### src/rtl/rst_irq_defines.vh
// Purpose: Shared constants for the reset and interrupt pin logic
// Assumes: 50 MHz bus clock
// Notes: Counts are in bus clock cycles
`ifndef RST_IRQ_DEFINES_VH
`define RST_IRQ_DEFINES_VH

`define RST_DRIVE_CYCLES 6'd16
`define RST_SAMPLE_DELAY 6'd8
`define RST_SAMPLE_AT 6'd24
`define RST_EXT_MIN_CYCLES 6'd32
`define MODE_WIDTH 3
`define MODE_SMOD_BIT 2
`define MODE_B_BIT 1
`define MODE_A_BIT 0
`define VEC_NONE 2'b00
`define VEC_RESET 2'b01
`define VEC_WATCHDOG 2'b10
`define VEC_CLOCK_MON 2'b11

`endif

### src/rtl/pin_sync.v
// Purpose: Three-stage synchroniser for a pin input
// Assumes: Single bus clock
// Notes: Output changes once stages two and three agree
`timescale 1ns/100ps
`default_nettype none

module pin_sync #(
  parameter RESET_VALUE = 1'b1
) (
  input wire clk_i,
  input wire rst_i,
  input wire pin_i,
  output reg level_o
);

  reg stage1;
  reg stage2;
  reg stage3;

  always @(posedge clk_i) begin
    if (rst_i) begin
      stage1 <= RESET_VALUE;
      stage2 <= RESET_VALUE;
      stage3 <= RESET_VALUE;
      level_o <= RESET_VALUE;
    end else begin
      stage1 <= pin_i;
      stage2 <= stage1;
      stage3 <= stage2;
      if (stage2 == stage3) begin
        level_o <= stage3;
      end
    end
  end

endmodule

`default_nettype wire

### src/rtl/irq_detect.v
// Purpose: Interrupt request detector for one active-low pin
// Assumes: Pin already synchronised
// Notes: Edge mode latches a falling edge until acknowledged
`timescale 1ns/100ps
`default_nettype none

module irq_detect (
  input wire clk_i,
  input wire rst_i,
  input wire level_n_i,
  input wire edge_mode_i,
  input wire mask_i,
  input wire ack_i,
  output reg request_o
);

  reg prev_n;
  reg edge_latched;
  wire fall;
  wire pending;

  assign fall = prev_n & ~level_n_i;
  assign pending = edge_mode_i ? edge_latched : ~level_n_i;

  always @(posedge clk_i) begin
    if (rst_i) begin
      prev_n <= 1'b1;
      edge_latched <= 1'b0;
      request_o <= 1'b0;
    end else begin
      prev_n <= level_n_i;
      // Set wins over acknowledge
      if (fall) begin
        edge_latched <= 1'b1;
      end else if (ack_i) begin
        edge_latched <= 1'b0;
      end
      request_o <= pending & ~mask_i;
    end
  end

endmodule

`default_nettype wire

### src/rtl/reset_irq_pins.v
// Purpose: Reset pin, interrupt pins and mode pin logic
// Assumes: One 50 MHz bus clock; pins are asynchronous
// Notes: Mask bits stand for the condition code register bits
`timescale 1ns/100ps
`default_nettype none
`include "rst_irq_defines.vh"

module reset_irq_pins (
  input wire clk_i,
  input wire rst_i,
  input wire reset_pin_n_i,
  input wire watchdog_fail_i,
  input wire clock_mon_fail_i,
  input wire irq_pin_n_i,
  input wire nonmaskable_irq_in_n_i,
  input wire special_mode_select_pin_i,
  input wire mode_select_a_pin_i,
  input wire mode_select_b_pin_i,
  input wire edge_select_wr_i,
  input wire edge_select_i,
  input wire pullup_enable_wr_i,
  input wire pullup_enable_i,
  input wire irq_mask_clear_i,
  input wire irq_mask_set_i,
  input wire nonmaskable_mask_clear_i,
  input wire irq_ack_i,
  input wire nonmaskable_ack_i,
  input wire queue_track_en_i,
  input wire queue_track_0_i,
  input wire queue_track_1_i,
  output reg reset_pin_o,
  output reg reset_pin_oe_o,
  output reg in_reset_o,
  output reg [1:0] vector_sel_o,
  output reg vector_valid_o,
  output reg [`MODE_WIDTH-1:0] mode_o,
  output reg edge_select_o,
  output reg pullup_enable_o,
  output reg irq_pullup_o,
  output reg nonmaskable_pullup_o,
  output reg mode_pulldown_o,
  output reg irq_mask_o,
  output reg nonmaskable_mask_o,
  output reg irq_level_o,
  output reg nonmaskable_level_o,
  output reg irq_request_o,
  output reg nonmaskable_request_o,
  output reg mode_a_pin_o,
  output reg mode_b_pin_o,
  output reg mode_pins_oe_o
);

  // ----------------------------------------------------------------
  // Local states
  // ----------------------------------------------------------------
  localparam ST_RUN = 4'b0001;
  localparam ST_DRIVE = 4'b0010;
  localparam ST_WAIT = 4'b0100;
  localparam ST_HOLD = 4'b1000;

  reg [3:0] state;
  reg [5:0] count;
  reg fail_clock;
  reg ext_seen;
  wire reset_sync_n;
  wire irq_sync_n;
  wire nmi_sync_n;
  wire irq_req;
  wire nmi_req;
  wire failure;
  wire core_reset;

  // ----------------------------------------------------------------
  // Pin synchronisers
  // ----------------------------------------------------------------
  pin_sync #(.RESET_VALUE(1'b1)) u_sync_reset (
    .clk_i(clk_i),
    .rst_i(rst_i),
    .pin_i(reset_pin_n_i),
    .level_o(reset_sync_n)
  );

  pin_sync #(.RESET_VALUE(1'b1)) u_sync_irq (
    .clk_i(clk_i),
    .rst_i(rst_i),
    .pin_i(irq_pin_n_i),
    .level_o(irq_sync_n)
  );

  pin_sync #(.RESET_VALUE(1'b1)) u_sync_nmi (
    .clk_i(clk_i),
    .rst_i(rst_i),
    .pin_i(nonmaskable_irq_in_n_i),
    .level_o(nmi_sync_n)
  );

  assign failure = watchdog_fail_i | clock_mon_fail_i;

  // ----------------------------------------------------------------
  // Reset pin sequencer
  // ----------------------------------------------------------------
  always @(posedge clk_i) begin
    if (rst_i) begin
      state <= ST_HOLD;
      count <= 6'd0;
      fail_clock <= 1'b0;
      ext_seen <= 1'b0;
    end else begin
      case (state)
        ST_RUN: begin
          count <= 6'd0;
          if (failure) begin
            state <= ST_DRIVE;
            fail_clock <= clock_mon_fail_i & ~watchdog_fail_i;
          end else if (!reset_sync_n) begin
            state <= ST_HOLD;
            ext_seen <= 1'b1;
          end
        end
        ST_DRIVE: begin
          count <= count + 6'd1;
          if (count == `RST_DRIVE_CYCLES - 6'd1) begin
            state <= ST_WAIT;
          end
        end
        ST_WAIT: begin
          count <= count + 6'd1;
          if (count == `RST_SAMPLE_AT - 6'd1) begin
            ext_seen <= ~reset_sync_n;
            state <= ST_HOLD;
          end
        end
        ST_HOLD: begin
          count <= 6'd0;
          if (reset_sync_n) begin
            state <= ST_RUN;
          end
        end
        default: begin
          state <= ST_HOLD;
        end
      endcase
    end
  end

  assign core_reset = rst_i | ~reset_pin_n_i | (state != ST_RUN);

  // ----------------------------------------------------------------
  // Pin drive, vector and status outputs
  // ----------------------------------------------------------------
  always @(posedge clk_i) begin
    if (rst_i) begin
      reset_pin_o <= 1'b0;
      reset_pin_oe_o <= 1'b0;
      in_reset_o <= 1'b1;
      vector_sel_o <= `VEC_RESET;
      vector_valid_o <= 1'b0;
    end else begin
      reset_pin_o <= 1'b0;
      reset_pin_oe_o <= (state == ST_RUN && failure) ||
        (state == ST_DRIVE && count != `RST_DRIVE_CYCLES - 6'd1);
      in_reset_o <= core_reset;
      vector_valid_o <= 1'b0;
      if (state == ST_WAIT && count == `RST_SAMPLE_AT - 6'd1) begin
        if (!reset_sync_n) begin
          vector_sel_o <= `VEC_RESET;
        end else if (fail_clock) begin
          vector_sel_o <= `VEC_CLOCK_MON;
        end else begin
          vector_sel_o <= `VEC_WATCHDOG;
        end
      end else if (state == ST_HOLD && ext_seen) begin
        vector_sel_o <= `VEC_RESET;
      end
      if (state == ST_HOLD && reset_sync_n) begin
        vector_valid_o <= 1'b1;
      end
    end
  end

  // ----------------------------------------------------------------
  // Mode pins
  // ----------------------------------------------------------------
  always @(posedge clk_i) begin
    if (rst_i) begin
      mode_o <= 3'b000;
      mode_pulldown_o <= 1'b1;
      mode_a_pin_o <= 1'b0;
      mode_b_pin_o <= 1'b0;
      mode_pins_oe_o <= 1'b0;
    end else begin
      if (state == ST_HOLD) begin
        mode_o[`MODE_SMOD_BIT] <= special_mode_select_pin_i;
        mode_o[`MODE_B_BIT] <= mode_select_b_pin_i;
        mode_o[`MODE_A_BIT] <= mode_select_a_pin_i;
      end
      mode_pulldown_o <= core_reset;
      mode_pins_oe_o <= ~core_reset & queue_track_en_i;
      mode_a_pin_o <= queue_track_0_i;
      mode_b_pin_o <= queue_track_1_i;
    end
  end

  // ----------------------------------------------------------------
  // Interrupt configuration and masks
  // ----------------------------------------------------------------
  always @(posedge clk_i) begin
    if (core_reset) begin
      edge_select_o <= 1'b0;
      irq_mask_o <= 1'b1;
      nonmaskable_mask_o <= 1'b1;
      pullup_enable_o <= 1'b1;
    end else begin
      if (edge_select_wr_i) begin
        edge_select_o <= edge_select_i;
      end
      if (pullup_enable_wr_i) begin
        pullup_enable_o <= pullup_enable_i;
      end
      if (irq_mask_set_i) begin
        irq_mask_o <= 1'b1;
      end else if (irq_mask_clear_i) begin
        irq_mask_o <= 1'b0;
      end
      if (nonmaskable_mask_clear_i) begin
        nonmaskable_mask_o <= 1'b0;
      end
    end
  end

  // ----------------------------------------------------------------
  // Interrupt detection
  // ----------------------------------------------------------------
  // in level mode a held low line requests once unmasked
  irq_detect u_irq (
    .clk_i(clk_i),
    .rst_i(rst_i),
    .level_n_i(irq_sync_n),
    .edge_mode_i(edge_select_o),
    .mask_i(irq_mask_o),
    .ack_i(irq_ack_i),
    .request_o(irq_req)
  );

  irq_detect u_nmi (
    .clk_i(clk_i),
    .rst_i(rst_i),
    .level_n_i(nmi_sync_n),
    .edge_mode_i(1'b0),
    .mask_i(nonmaskable_mask_o),
    .ack_i(nonmaskable_ack_i),
    .request_o(nmi_req)
  );

  always @(posedge clk_i) begin
    if (rst_i) begin
      irq_request_o <= 1'b0;
      nonmaskable_request_o <= 1'b0;
      irq_level_o <= 1'b1;
      nonmaskable_level_o <= 1'b1;
      irq_pullup_o <= 1'b1;
      nonmaskable_pullup_o <= 1'b1;
    end else begin
      irq_request_o <= irq_req & ~irq_mask_o;
      nonmaskable_request_o <= nmi_req & ~nonmaskable_mask_o;
      irq_level_o <= irq_sync_n;
      nonmaskable_level_o <= nmi_sync_n;
      irq_pullup_o <= pullup_enable_o | core_reset;
      nonmaskable_pullup_o <= pullup_enable_o | core_reset;
    end
  end

endmodule

`default_nettype wire

### config.mk
export PLATFORM = sky130hd
export DESIGN_NAME = reset_irq_pins
export DESIGN_NICKNAME = d
export VERILOG_FILES = /design/src/rtl/pin_sync.v /design/src/rtl/irq_detect.v /design/src/rtl/reset_irq_pins.v
export VERILOG_INCLUDE_DIRS = /design/src /design/src/rtl
export SDC_FILE = /design/constraint.sdc
export NUM_CORES = 1
export LEC_CHECK = 0
export ABC_AREA = 1
export BUFFER_PORTS_ARGS = -buffer_cell sky130_fd_sc_hd__buf_2
export CORE_AREA = 2 2 69 71
export CTS_BUF_LIST = sky130_fd_sc_hd__clkbuf_8
export DETAILED_ROUTE_END_ITERATION = 8
export DIE_AREA = 0 0 71 73
export GPL_TIMING_DRIVEN = 0
export REMOVE_ABC_BUFFERS = 1
export SLEW_MARGIN = 20
export SYNTH_ARGS = -nofsm -noshare
export SYNTH_HDL_FRONTEND = slang
export SYNTH_SLANG_ARGS = --single-unit
export TNS_END_PERCENT = 100
### constraint.sdc
create_clock -name clk_i -period 2.5 [get_ports clk_i]
set_clock_uncertainty 0.2 [all_clocks]
set_input_delay 0.25 -clock clk_i [delete_from_list [all_inputs] [get_ports clk_i]]
set_output_delay 0.25 -clock clk_i [all_outputs]
set_load 0.005 [all_outputs]
Yosys cells after proc, flatten, opt, wreduce, memory -nomap -nowiden --
Index checks and enable logic that the tools add are counted.
Storage, ports and cells: register bits after elaboration 47, input port bits 22, output and inout port bits 23, logic and storage cells 108
Cells by class: add/subtract/negate cells 1, equality and inequality tests 17, muxes and demuxes 19, bitwise gates (word level) 19, reduce and logical (&&, ||, !) cells 16
Operators by type and width (number):
- two-way mux 4 bit | 5
- one-hot mux 4 bit (4 select lines) | 1
- one-hot mux 6 bit (2 select lines) | 1
- two-way mux 1 bit | 8
- != test 2 bit (second input constant) | 4
- NOT 1 bit | 8
- AND reduction 4 bit | 2
- nonzero test 2 bit | 4
- bitwise AND 1 bit | 7
- adder 6 x 1 -> 6 bit (second input constant) | 1
- equality test 6 x 4 -> 1 bit (second input constant) | 1
- equality test 6 x 5 -> 1 bit (second input constant) | 1
- two-way mux 2 bit | 3
- != test 6 x 4 -> 1 bit (second input constant) | 1
- OR reduction 2 bit | 3
- logical AND 1 bit | 5
- equality test 4 x 1 -> 1 bit (second input constant) | 1
- equality test 4 x 2 -> 1 bit (second input constant) | 1
- equality test 4 x 3 -> 1 bit (second input constant) | 1
- equality test 4 bit (second input constant) | 1
- != test 4 x 1 -> 1 bit (second input constant) | 1
- bitwise OR 1 bit | 4
- equality test 1 bit | 3
- != test 3 bit (second input constant) | 1
- 4 further kinds | 4

Depth between registers and ports, before layout --
word-level depth 5, depth in mapped cells 9, gate-level depth less buffers 9

Hierarchy --
From an unflattened synthesis, not the netlist that was laid out.
Unflattened totals: cell total of the unflattened synthesis 257, area, all modules 1939.4 µm²
Modules (own cells, without submodules):
- reset_irq_pins | times used 1, cells an instance 182, area each 1332.5 µm², sequential area each 640.6 µm²
- pin_sync | times used 3, cells an instance 15, area each 128.9 µm², sequential area each 80.1 µm²
- irq_detect | times used 2, cells an instance 15, area each 110.1 µm², sequential area each 60.1 µm²

Worst setup path after synthesis --
No wires, ideal clock.
path type reg2reg, from register count[0], to register state[2], library setup time 0.064 ns, arrival time 1.152 ns, data required time 2.236 ns, setup slack 1.084 ns, stages on the path, launching flop included 10, path buffers 0, period minus slack after synthesis 1.416 ns, path through dfxtp_1 ha_1 nand2_2 nor2_4 nand2_2 nand2_2 nand2_2 nor2_2 nor2_1 nor2_1
On the way: word-level cells in the longest chain between the ends 3, elaborated cells between the ends (all ways) 5, classes of those cells eq/ne: 4; reduce/logical: 1
RTL lines:
- from (decl) | line reset_irq_pins.v:62 | reg [5:0] count;
- from (signal assigned) | line reset_irq_pins.v:121 | count <= count + 6'd1;
- from (signal assigned) | line reset_irq_pins.v:127 | count <= count + 6'd1;
- equality test 6 x 5 -> 1 bit / equality test 6 x 4 -> 1 bit (equally long branches) | line reset_irq_pins.v:128, reset_irq_pins.v:122
- != test 2 bit (no line)
- AND reduction 4 bit (no line) *
- to (signal assigned) | line reset_irq_pins.v:130 | state <= ST_HOLD;
- to (signal assigned) | line reset_irq_pins.v:136 | state <= ST_RUN;
- to (signal assigned) | line reset_irq_pins.v:140 | state <= ST_HOLD;
- to (decl) | line reset_irq_pins.v:61 | reg [3:0] state;
Mark *: on every way between the ends. The rest lies on a longest branch, timed or not. A chain may end at the register's enable or synchronous reset.

Final worst setup path --
from register state[2], to register pullup_enable_o
On the way: word-level cells in the longest chain between the ends 2
RTL lines:
- from (signal assigned) | line reset_irq_pins.v:104 | state <= ST_HOLD;
- from (signal assigned) | line reset_irq_pins.v:113 | state <= ST_DRIVE;
- from (signal assigned) | line reset_irq_pins.v:116 | state <= ST_HOLD;
- != test 4 x 1 -> 1 bit | line reset_irq_pins.v:146 | assign core_reset = rst_i | ~reset_pin_n_i | (state != ST_RUN);
- bitwise OR 1 bit | line reset_irq_pins.v:146
- to (signal assigned) | line reset_irq_pins.v:218 | pullup_enable_o <= pullup_enable_i;
- to (decl) | line reset_irq_pins.v:38 | output reg pullup_enable_o,
No other way between the ends.

==> flow_metrics.tcl <==
set metrics [dict create \
    synthCells 227 \
    final_cells 336 \
    relSlewSlack 0.6655 \
    reg2reg_slack_ns 0.58 \
    crit_type "reg -> reg" \
    place_congestion 0.7673 \
    wirelength_um 3587 \
    regArea_um2 940.9 \
    postLayoutCoreUtil 0.5103 \
    rows 25 \
    critical_path_arrival_ns 1.91 \
    fmax_mhz 521.0 \
    dr.pass1.iters 4 \
    synth_edf_count 0 \
    grt_max_degree 29 \
    die_w_um 71 \
    post-place-ws_ns 0.8444 \
    synth.avg_cell_area_um2 8.108 \
    critPathMaxStageDelay_ns 0.56 \
    num_vias 1565 \
    syn_to_final_growth_pct 25.76 \
    synth_top_area_frac 0.5112 \
    route.detailed.drc 0 \
    cp_max_fo 6 \
    leakagePower_nw 1.027 \
    hold_path_class "in -> reg" \
    r2r-start "state[2]$_SDFFE_PP0P_" \
    rsz0062_at_grt "false" \
    hold_path_depth 3 \
    holdPathEnd "mode_o[2]$_SDFFE_PP0N_" \
    first_iter_violations 64 \
    ios 45 \
    multiInputGateArea_um2 773.2 \
    clock_tree.root_cell "clkbuf_8" \
    synth_seq_area_share 0.5112 \
    placed_cells 316 \
    period_needed_ns 1.919 \
    crit_slowest_cell "dlygate4sd3_1" \
    synthArstFlopShare 0 \
    synth_top_flop_cell "dfxtp_1" \
    die_height_um 73 \
    r2r_end "pullup_enable_o$_SDFFE_PP1P_" \
    portBuffers 42 \
    crit_chain "nor2_2, nand2_4, nor3_4, o211ai_1, dlygate4sd3_1" \
    required_ns 2.49 \
    routedWlPerCell_um 10.68 \
    worstMarginPinSlew_ns 0.5017 \
    antennaDiodeCount 0 \
    worst_setup_path_end_kind "flip-flop" \
    nets 305 \
    overflow 0 \
    report.final.slew_viol_count 0 \
    grt_pass1_vias 1374 \
    cts_tree "yes" \
    die_area_mm2 0.005183 \
    clk_latency_ns 0.30 \
    synth_area_mm2 0.001841 \
    tns_ns 0 \
    ant_nets 0 \
    ys_seq_elements 47 \
    setup_viol 0 \
    powerDensity_mw_per_mm2 689.6 \
    clockBufferDepth 2 \
    drive_above_1_share 0.2943 \
    min_from "special_mode_select_pin_i" \
    cp_num_buf_inv 1 \
    max-cap-violations 0 \
    timing.final.ws_setup_ns 0.5807 \
    synth_cell_type_count 30 \
    hpwl_um 2514 \
    clkTransAtPathRegs_ns 0.08 \
    fill_cells 423 \
    critical-path-top-delay-family "simple AND/OR/NAND/NOR gates" \
    hold_viol_final 0 \
    ys_top_cells_by_area "dfxtp_1 51%, nand2_1 7.3%, nor2_1 6.5%" \
    yosysTopAreaCell "dfxtp_1" \
    ys_warn_count 0 \
    ir_drop_v 0.0003814 \
    crit_path_start_kind "flip-flop" \
    status "finished clean" \
    grt_pass1_wl_um 6030 \
    layout_worst_path_cycle_share 0.7677 \
    cts_buffers 5 \
    start_util 0.4058 \
    htree_num_levels 2 \
    viasPerCell 4.658 \
    core_area_mm2 0.004536 \
    antenna_found_initial 0 \
    reg2regPathDepth 5 \
    clkSinkCount 47 \
    grt_usage 0.1469 \
]
[where the power goes]
part / internal [W] / leakage, nW / switching [W]
Clock: 0.000292 / 0.0502 / 0.000242
Sequential: 0.000786 / 0.383 / 0.0000183
Combinational: 0.0000964 / 0.594 / 0.000161
Total: 0.00117 / 1.03 / 0.000422
[cell type report]
class / count / share of cell area
Inverter: 23 / 0.03730
Clock inverter: 2 / 0.01622
Multi-Input combinational cell: 150 / 0.3341
Sequential cell: 47 / 0.4065
Timing Repair Buffer: 55 / 0.1470
Tap cell: 54 / 0.02919
Clock buffer: 5 / 0.02973
[cells in the mapped netlist (3+ instances only)]
cell type and count:
nor2_1 32, nor2_4 3, a21oi_1 14, o21ai_1 3, or2_2 9, buf_4 3
nand3_1 12, nand2_2 6, dfxtp_1 47, nand2_1 36, nand4_1 5, o21ai_0 10
inv_2 5, nor2_2 7, inv_1 18
[cell families (layout without fill, tap and decap cells)]
kind of cell	after synthesis	after routing	share of synthesized area
AND/OR/NAND/NOR	117	117	0.3202
flip-flops	47	47	0.5112
AO/OA/AOI/OAI	30	30	0.08634
buffers and inverters	30	85	0.06865
adder cells (fa/ha/maj)	1	1	0.006797
other	1	1	0.002037
XOR/XNOR	1	1	0.004760
[tightest hold or removal path, stage by stage]
cell and delay (ns):
buf_2 0.08, o21ai_0 0.07, nor2_1 0.07
[sequential cells by signal, summed over array words and instances (netlist names), 2 cells and up]
signal,cells
count,6
vector_sel_o,2
mode_o,3
state,4
[layout by cell type, fill, tap and decap left out, types with 2 or more instances in the layout]
| cell type | Yosys | routed |
|---|---|---|
| dfxtp_1 | 47 | 47 |
| buf_2 | 2 | 42 |
| nand2_1 | 36 | 36 |
| nor2_1 | 32 | 32 |
| inv_1 | 18 | 18 |
| a21oi_1 | 14 | 14 |
| dlygate4sd3_1 | 0 | 13 |
| nand3_1 | 12 | 12 |
| o21ai_0 | 10 | 10 |
| or2_2 | 9 | 9 |
| nor2_2 | 7 | 7 |
| nand2_2 | 6 | 6 |
| nand4_1 | 5 | 5 |
| inv_2 | 5 | 5 |
| clkbuf_8 | 0 | 5 |
| nor2_4 | 3 | 3 |
| o21ai_1 | 3 | 3 |
| nand2_4 | 2 | 2 |
[worst max-delay path by stage]
stage | start | to | slack [ns] | cells past startpoint
4_1_cts | state[2]$_SDFFE_PP0P_ | pullup_enable_o$_SDFFE_PP1P_ | 0.56 | 5
3_3_place_gp | rst_i | u_irq.edge_latched$_SDFFE_PP0P_ | 0.84 | 4
3_5_place_dp | rst_i | u_irq.edge_latched$_SDFFE_PP0P_ | 0.84 | 4
2_1_floorplan | count[0]$_SDFFE_PP0P_ | state[2]$_SDFFE_PP0P_ | 1.08 | 9
6_report | state[2]$_SDFFE_PP0P_ | pullup_enable_o$_SDFFE_PP1P_ | 0.58 | 5
5_1_grt | state[0]$_SDFFE_PP0P_ | pullup_enable_o$_SDFFE_PP1P_ | 0.46 | 6
[routing by layer]
layer  part of all wire  wire (um)  GRT usage  vias up
met2               0.47       1701     0.2451       39
met5                  0          0          0        -
li1                   -          -          -      824
met4              0.017         61    0.05660        0
met3              0.056        202    0.04282        6
met1               0.45       1622     0.1802      696
[repair_timing]
action / 4_1_cts / 5_1_grt
endpoints found under the hold margin: 11 / 0
setup buffers: 0 / 0
hold buffers: 13 / 0
gates resized for setup: 0 / 0
[stage by stage]
stage          hold WS [ns]  total power, W  area [um^2]
6_report           0.008049        0.001596         2315
5_1_grt             0.02763        0.001677         2315
4_1_cts            0.002294        0.001618         2315
3_5_place_dp         0.1975        0.001068         2078
3_3_place_gp         0.1929        0.001065         2078
2_1_floorplan        0.1191       0.0009838         1800
(Power assumes the default switching activity.)
